`config.mk`:
```
export PLATFORM = sky130hd
export DESIGN_NAME = dsm_sched_maps
export DESIGN_NICKNAME = d
export VERILOG_FILES = /design/src/dsm_pkg.sv /design/src/dsm_slot_scan.sv /design/src/dsm_sched_maps.sv
export SDC_FILE = /design/constraint.sdc
export NUM_CORES = 1
export LEC_CHECK = 0
export BUFFER_PORTS_ARGS = -buffer_cell sky130_fd_sc_hd__buf_2
export CORE_MARGIN = 2
export CORE_UTILIZATION = 40
export CTS_CLUSTER_SIZE = 16
export DETAILED_ROUTE_END_ITERATION = 12
export SYNTH_ARGS = -nofsm -noshare
export SYNTH_HDL_FRONTEND = slang
export SYNTH_SLANG_ARGS = --single-unit
```
`constraint.sdc`:
```
create_clock -name mclk_i -period 3.6 [get_ports mclk_i]
set_clock_uncertainty 0.2 [all_clocks]
set_input_delay 0.18 -clock mclk_i [delete_from_list [all_inputs] [get_ports mclk_i]]
set_output_delay 0.18 -clock mclk_i [all_outputs]
set_load 0.02 [all_outputs]
```
`src/dsm_pkg.sv`:
```
// Package for the descriptor schedule map bank: offsets, reset values,
// slot geometry and the carrier structs shared by the bank and the scanner.
// Assumes one 10 MHz clock and a synchronous active-low reset everywhere.
package dsm_pkg;

  // Slot geometry
  localparam int          NUM_SLOTS  = 32;
  localparam int          SLOT_W     = 5;
  localparam int          DATA_W     = 32;
  localparam int          ADDR_W     = 16;
  localparam logic [4:0]  SLOT_FIRST = 5'h00;
  localparam logic [4:0]  SLOT_LAST  = 5'h1F;
  localparam logic [4:0]  SLOT_ONE   = 5'h01;

  // Register byte addresses
  localparam logic [15:0] OFF_ISO_FINAL   = 16'h0138;
  localparam logic [15:0] OFF_INT_DONE    = 16'h0140;
  localparam logic [15:0] OFF_INT_SKIP    = 16'h0144;
  localparam logic [15:0] OFF_INT_FINAL   = 16'h0148;
  localparam logic [15:0] OFF_ASYNC_DONE  = 16'h0150;
  localparam logic [15:0] OFF_ASYNC_SKIP  = 16'h0154;
  localparam logic [15:0] OFF_ASYNC_FINAL = 16'h0158;

  // Reset values
  localparam logic [31:0] RST_DONE  = 32'h0000_0000;
  localparam logic [31:0] RST_SKIP  = 32'hFFFF_FFFF;
  localparam logic [31:0] RST_FINAL = 32'h0000_0000;
  localparam logic [31:0] RD_NONE   = 32'h0000_0000;
  localparam logic [31:0] NO_SKIP   = 32'h0000_0000;

  // One register access from the processor interface
  typedef struct packed {
    logic        rd;    // Read strobe, one cycle
    logic        wr;    // Write strobe, one cycle
    logic [15:0] addr;  // Byte address
    logic [31:0] wdata; // Write data
  } dsm_req_t;

  // Scanner answer: slot under examination and whether to process it
  typedef struct packed {
    logic [4:0]  slot;    // Current slot index
    logic        process; // Slot not skipped
    logic        wrap;    // Next step returns to slot zero
  } dsm_scan_t;

  // Address match for a one-word register
  function automatic logic hit(input logic [15:0] addr, input logic [15:0] off);
    return addr == off;
  endfunction

endpackage

```
`src/dsm_slot_scan.sv`:
```
// Slot scanner for one descriptor category: walks slots in order,
// flags skipped slots and wraps after the final slot.
// Assumes the scan engine pulses step_i once it is done with a slot.
`timescale 1ns/10ps
module dsm_slot_scan
  import dsm_pkg::*;
(
  // Clock and reset
  input  wire logic        mclk_i,
  input  wire logic        rst_n_i,
  // Engine handshake
  input  wire logic        step_i,
  input  wire logic        restart_i,
  // Map inputs
  input  wire logic [31:0] skip_map_i,
  input  wire logic [31:0] final_map_i,
  // Scan answer
  output dsm_scan_t        scan_o
);

  logic [4:0] slot;       // Slot under examination
  logic [4:0] next_slot;  // Slot for the next step
  wire        at_final;   // Current slot carries the final bit
  wire        at_top;     // Current slot is the highest one

  // Final bit is a one-hot position; no bit set means all 32 slots
  assign at_final = final_map_i[slot];
  assign at_top   = (slot == SLOT_LAST);

  // Order is plain slot order; a skipped slot's pointer is never read,
  // so it cannot redirect the walk
  assign next_slot = (at_final || at_top) ? SLOT_FIRST
                                          : slot + SLOT_ONE;

  // Slot register
  always_ff @(posedge mclk_i) begin
    if (!rst_n_i || restart_i) begin
      slot <= SLOT_FIRST;
    end else if (step_i) begin
      slot <= next_slot;
    end
  end

  // A skipped slot is offered but never processed, valid flag or not
  assign scan_o.slot    = slot;
  assign scan_o.process = ~skip_map_i[slot];
  assign scan_o.wrap    = at_final || at_top;

endmodule // dsm_slot_scan

```
`src/dsm_sched_maps.sv`:
```
// Descriptor schedule map bank: completion, skip and final-slot maps for
// the interrupt and async lists, the isochronous final-slot map, and one
// slot scanner per category.
// Assumes single-cycle read and write strobes on the same clock, and
// completion pulses from the transfer engine on the same clock.
`timescale 1ns/10ps
module dsm_sched_maps
  import dsm_pkg::*;
(
  // Clock and reset
  input  wire logic        mclk_i,
  input  wire logic        rst_n_i,
  // Processor register access
  input  dsm_req_t         req_i,
  output logic [31:0]      rdata_o,
  output logic             rvalid_o,
  // Completion events, one bit per slot, one-cycle pulses
  input  wire logic [31:0] int_done_i,
  input  wire logic [31:0] async_done_i,
  // Isochronous skip map, held in a neighbouring register
  input  wire logic [31:0] iso_skip_map_i,
  // Scan engine steps per category
  input  wire logic        iso_step_i,
  input  wire logic        int_step_i,
  input  wire logic        async_step_i,
  input  wire logic        scan_restart_i,
  // Scan answers per category
  output dsm_scan_t        iso_scan_o,
  output dsm_scan_t        int_scan_o,
  output dsm_scan_t        async_scan_o
);

  // Map registers
  logic [31:0] iso_final_slot_map;       // Isochronous final slot
  logic [31:0] interrupt_completion_map; // Interrupt completions
  logic [31:0] interrupt_skip_map;       // Interrupt skips
  logic [31:0] interrupt_final_slot_map; // Interrupt final slot
  logic [31:0] async_completion_map;     // Async completions
  logic [31:0] async_skip_map;           // Async skips
  logic [31:0] async_final_slot_map;     // Async final slot

  // Next values of the completion maps
  logic [31:0] next_int_done;
  logic [31:0] next_async_done;

  // Address decode
  wire sel_iso_final   = hit(req_i.addr, OFF_ISO_FINAL);
  wire sel_int_done    = hit(req_i.addr, OFF_INT_DONE);
  wire sel_int_skip    = hit(req_i.addr, OFF_INT_SKIP);
  wire sel_int_final   = hit(req_i.addr, OFF_INT_FINAL);
  wire sel_async_done  = hit(req_i.addr, OFF_ASYNC_DONE);
  wire sel_async_skip  = hit(req_i.addr, OFF_ASYNC_SKIP);
  wire sel_async_final = hit(req_i.addr, OFF_ASYNC_FINAL);

  // Clearing reads of the completion maps
  wire rd_int_done   = req_i.rd && sel_int_done;
  wire rd_async_done = req_i.rd && sel_async_done;

  // Writes; completion maps have no write strobe at all
  wire wr_iso_final   = req_i.wr && sel_iso_final;
  wire wr_int_skip    = req_i.wr && sel_int_skip;
  wire wr_int_final   = req_i.wr && sel_int_final;
  wire wr_async_skip  = req_i.wr && sel_async_skip;
  wire wr_async_final = req_i.wr && sel_async_final;

  // Read mux; unmapped addresses read as zero
  logic [31:0] rd_mux;
  always_comb begin
    rd_mux = RD_NONE;
    if (sel_iso_final) begin
      rd_mux = iso_final_slot_map;
    end else if (sel_int_done) begin
      rd_mux = interrupt_completion_map;
    end else if (sel_int_skip) begin
      rd_mux = interrupt_skip_map;
    end else if (sel_int_final) begin
      rd_mux = interrupt_final_slot_map;
    end else if (sel_async_done) begin
      rd_mux = async_completion_map;
    end else if (sel_async_skip) begin
      rd_mux = async_skip_map;
    end else if (sel_async_final) begin
      rd_mux = async_final_slot_map;
    end
  end

  // Completion next values: a read clears only the bits it returned,
  // and a completion in the same cycle sets its bit after the clear,
  // so no event slips between two reads
  assign next_int_done =
    (interrupt_completion_map & ~(rd_int_done ? interrupt_completion_map : RD_NONE))
    | int_done_i;
  assign next_async_done =
    (async_completion_map & ~(rd_async_done ? async_completion_map : RD_NONE))
    | async_done_i;

  // Completion maps: software cannot write them
  always_ff @(posedge mclk_i) begin
    if (!rst_n_i) begin
      interrupt_completion_map <= RST_DONE;
      async_completion_map     <= RST_DONE;
    end else begin
      interrupt_completion_map <= next_int_done;
      async_completion_map     <= next_async_done;
    end
  end

  // Skip maps: every slot skipped until software says otherwise
  always_ff @(posedge mclk_i) begin
    if (!rst_n_i) begin
      interrupt_skip_map <= RST_SKIP;
      async_skip_map     <= RST_SKIP;
    end else begin
      if (wr_int_skip) begin
        interrupt_skip_map <= req_i.wdata;
      end
      if (wr_async_skip) begin
        async_skip_map <= req_i.wdata;
      end
    end
  end

  // Final-slot maps: zero means the whole 32-slot range is scanned
  always_ff @(posedge mclk_i) begin
    if (!rst_n_i) begin
      iso_final_slot_map       <= RST_FINAL;
      interrupt_final_slot_map <= RST_FINAL;
      async_final_slot_map     <= RST_FINAL;
    end else begin
      if (wr_iso_final) begin
        iso_final_slot_map <= req_i.wdata;
      end
      if (wr_int_final) begin
        interrupt_final_slot_map <= req_i.wdata;
      end
      if (wr_async_final) begin
        async_final_slot_map <= req_i.wdata;
      end
    end
  end

  // Read data register; it holds the pre-clear value of a completion map
  always_ff @(posedge mclk_i) begin
    if (!rst_n_i) begin
      rdata_o  <= RD_NONE;
      rvalid_o <= 1'b0;
    end else begin
      rvalid_o <= req_i.rd;
      if (req_i.rd) begin
        rdata_o <= rd_mux;
      end
    end
  end

  // Isochronous scanner; its skip map sits outside this bank
  dsm_slot_scan u_iso_scan (
    .mclk_i      (mclk_i),
    .rst_n_i     (rst_n_i),
    .step_i      (iso_step_i),
    .restart_i   (scan_restart_i),
    .skip_map_i  (iso_skip_map_i),
    .final_map_i (iso_final_slot_map),
    .scan_o      (iso_scan_o)
  );

  // Interrupt scanner; same one-hot final reading as the others
  dsm_slot_scan u_int_scan (
    .mclk_i      (mclk_i),
    .rst_n_i     (rst_n_i),
    .step_i      (int_step_i),
    .restart_i   (scan_restart_i),
    .skip_map_i  (interrupt_skip_map),
    .final_map_i (interrupt_final_slot_map),
    .scan_o      (int_scan_o)
  );

  // Async scanner
  dsm_slot_scan u_async_scan (
    .mclk_i      (mclk_i),
    .rst_n_i     (rst_n_i),
    .step_i      (async_step_i),
    .restart_i   (scan_restart_i),
    .skip_map_i  (async_skip_map),
    .final_map_i (async_final_slot_map),
    .scan_o      (async_scan_o)
  );

endmodule // dsm_sched_maps

```
==> impl_results.md <==
- CP arrival: 3.03 ns
- R2R setup slack: roughly 0.35 ns
- Nets: between 1500 and 2000
- Vias in the first global route: between 10000 and 15000
- Largest net degree at the start of global routing: roughly 220
- HP Class: in2reg
- Main synth FF type: dfxtp_1
- Initial antenna violation count: 0
- Worst Setup EP: int_scan_o[1]
- Yosys cell types: 60
- Largest cells by area after synthesis: dfxtp_1 41%, nand2_1 9.9%, mux4_2 6.7%, a21oi_1 4.9%, nor2b_1 4.8%
- Crit-path slowest cell: dfxtp_1
- Total setup buffers inserted after CTS: 0
- Worst flop-to-flop path endpoint: u_int_scan.slot[4]
- Total vias in the final route: ~12000
- CTS tree: yes
- Die height: approximately 190 um
- Placed Cells: between 2000 and 2500
- First-pass GRT wire length: 67600 um
- Critical path origin: u_int_scan.slot[0]
- Max Fclk: 294 MHz
- Final setup fails: 0
- Yosys warnings: 0
- Max-cap violations: 0
- Rows: 66
- PortBufs: a little over 200
- Post-Route WL: ~45000 um
- Layout cell share with drive strength beyond 1: 0.193
- Syn Nets: ~1700
- Die X: around 190 um
- Most frequent cells in the layout: 347 x nand2_1, 271 x dfxtp_1, 204 x buf_2
- Crit-path cells: mux4_2 -> mux4_2 -> mux2i_1 -> buf_2
- CP Max Fanout: 13
- Sequential Power Share: 0.477
- Vias per cell: around 5.6
- CP delay by family, top: multiplexers
- DR WL/cell: slightly above 20 um
- Clock Latency Late Sink: between 0.5 and 0.6 ns
- Post-route insts no fill: 2215
- Final HPWL from detailed placement: around 31000 um
- Clock Sinks: between 200 and 300
- Initial DRC count: a little over 1000
- Mean Syn Cell Area: about 8.7 um2
- FFs w/ async S/R, synth: 0
- Final Hold Fails: 0
- Root buf cell: clkbuf_16
- Max rail drop VDD: between 0.4 and 0.5 mV
- Clk pwr share: 0.441
- Most common cell after layout, fill and taps aside: nand2_1
- Total die area: approximately 34000 um2
- Rel. slew slack: 0.298
- GP Congestion: slightly below 0.9
- Worst EP required: ~3.2 ns
- Register area share after synthesis: 0.415
- Syn Std Cell Area: roughly 13000 um2
- Clock-pin slew on the worst setup and hold paths: roughly 0.060 ns
- Ports: between 200 and 250
- Starting density of the core: 0.404
- Grt ovf: 0
- Crit path top cell by count: mux4_2
- FF+latch count, synth: 272
- # DRC: 0
- Final slew viol count: 0
- CTS Buffer Depth: 3
- Buf/Inv on CP: 1
- R2R cell count: 6
- CTS Buf Count: 30
- H-tree levels: 1
- Drt pass-1 iters: 5
- Measured slew at the worst slew-check pin: roughly 1.1 ns
- Number of antenna diodes: 0
- Max stage delay on crit path: 0.80 ns
- Post-Syn Instances: roughly 1500
- Antenna viol nets, final: 0
- Psw: roughly 1.5 mW
- Comb pwr share: 0.082
- PwrDens: approximately 400 nW/um2
- Reg2reg start: u_int_scan.slot[2]
- Synth area leader: dfxtp_1
- RSZ-0062 raised after global routing: false
- Crit Path Category: reg2out
- Core Footprint: 32500 um2
- Worst setup SP type: flop
- Stages on the worst setup path: 4
- Top-area cell type share of the netlist area: 0.415
- Leak pwr: around 6.5 nW
- Setup TNS: 0 ns
- Setup crit end kind: output port
- Switching Fraction: 0.232
- Final period utilization: 0.946
- Status: complete, no violations
- Layout area overhead: 25.3%
- EDFF count, synth: 0
- Tot GR Track Use: 0.257
- Final min period: 3.41 ns
- Internal power: about 5.0 mW
==> metal layers <==
layer  up-vias  share of wire  GRT usage
met5         -              0          0
met4         0          0.049      0.123
met3        97          0.063     0.0342
met2       479           0.47      0.426
met1      6007           0.42      0.332
li1       5873              -          -
==> cell usage after synthesis (3+ instances only) <==
| master | n |
|---|---|
| nor3b_1 | 4 |
| o32ai_1 | 4 |
| clkbuf_1 | 83 |
| nand2b_1 | 38 |
| o21ai_0 | 6 |
| a21oi_1 | 129 |
| dfxtp_1 | 272 |
| a31oi_1 | 6 |
| buf_2 | 34 |
| a22oi_1 | 6 |
| nand2_1 | 347 |
| mux4_2 | 39 |
| and3_1 | 6 |
| nor4_1 | 3 |
| buf_4 | 3 |
| nor4_2 | 4 |
| a221oi_1 | 30 |
| a21boi_1 | 60 |
| o311ai_0 | 28 |
| ha_1 | 6 |
| buf_1 | 8 |
| nor2_1 | 12 |
| mux2i_1 | 39 |
| nand3_1 | 83 |
| o221ai_1 | 30 |
| inv_1 | 6 |
| buf_6 | 4 |
| a21o_1 | 30 |
| nor3_1 | 5 |
| nor2b_1 | 101 |
| a21boi_0 | 36 |
| nand3b_1 | 10 |
==> worst min-delay path by stage <==
| stage | start | endpoint | cells past startpoint |
|---|---|---|---|
| after global routing | req_i[48] | async_skip_map[10] | 5 |
| after detailed placement | int_done_i[29] | interrupt_completion_map[29] | 3 |
| final | req_i[48] | async_skip_map[14] | 5 |
| after CTS | req_i[48] | async_skip_map[14] | 5 |
| after global placement | async_done_i[23] | async_completion_map[23] | 3 |
| after floorplan | req_i[49] | rdata_o[15] | 1 |
==> worst min-delay path: stages <==
cell	delay (ns)
buf_2	0.14
nand3_1	0.11
buf_4	0.22
nand2_1	0.07
nand3_1	0.07
==> through the flow <==
stage          utilization  worst slack, ns  power (mW)  hold slack (ns)  area [um2]
5_1_grt              0.507            0.101        6.73            0.116       16400
4_1_cts              0.507            0.121        6.58           0.0649       16400
3_3_place_gp         0.446            0.584        3.62            0.207       14500
2_1_floorplan            -            0.812        3.40           0.0809       13100
3_5_place_dp         0.446            0.540        3.62            0.213       14500
6_report             0.507            0.194        6.53           0.0853       16400
==> flip-flops by register name (all words and copies together), names as in the netlist <==
| name | flops |
|---|---|
| async_skip_map | 32 |
| u_async_scan.slot | 5 |
| interrupt_completion_map | 32 |
| u_iso_scan.slot | 5 |
| async_completion_map | 32 |
| interrupt_final_slot_map | 32 |
| rdata_o | 32 |
| interrupt_skip_map | 32 |
| iso_final_slot_map | 32 |
| u_int_scan.slot | 5 |
| rvalid_o | 1 |
| async_final_slot_map | 32 |
==> timing repair <==
action,CTS,global route
hold endpoints to repair,243,0
endpoints found under the setup margin,0,1
hold buffers,107,0
gates resized for setup,0,1
==> layout make-up <==
type	instances	area (um2)
clock buffers	43	891
well taps	442	553
multi-input cells	1099	7120
fillers	3052	16000
repair buffers	350	2400
inverters	7	26.3
flip-flops and latches	272	5450
clock inverters	2	10.0
==> kinds of logic after synthesis <==
group,share of synthesized area
AND/OR/NAND/NOR,0.234
multiplexers,0.0992
adder cells (fa/ha/maj),0.00572
flip-flops,0.415
buffers and inverters,0.0461
AO/OA/AOI/OAI,0.200
==> power by group through the flow <==
stage	combinational [mW]	clock, mW	sequential (mW)
floorplan	0.245	0	3.16
global placement	0.439	0	3.18
detailed placement	0.444	0	3.18
CTS	0.534	2.93	3.11
global route	0.578	3.04	3.12
finish	0.536	2.88	3.11
Power figures use the tool's default switching activity.
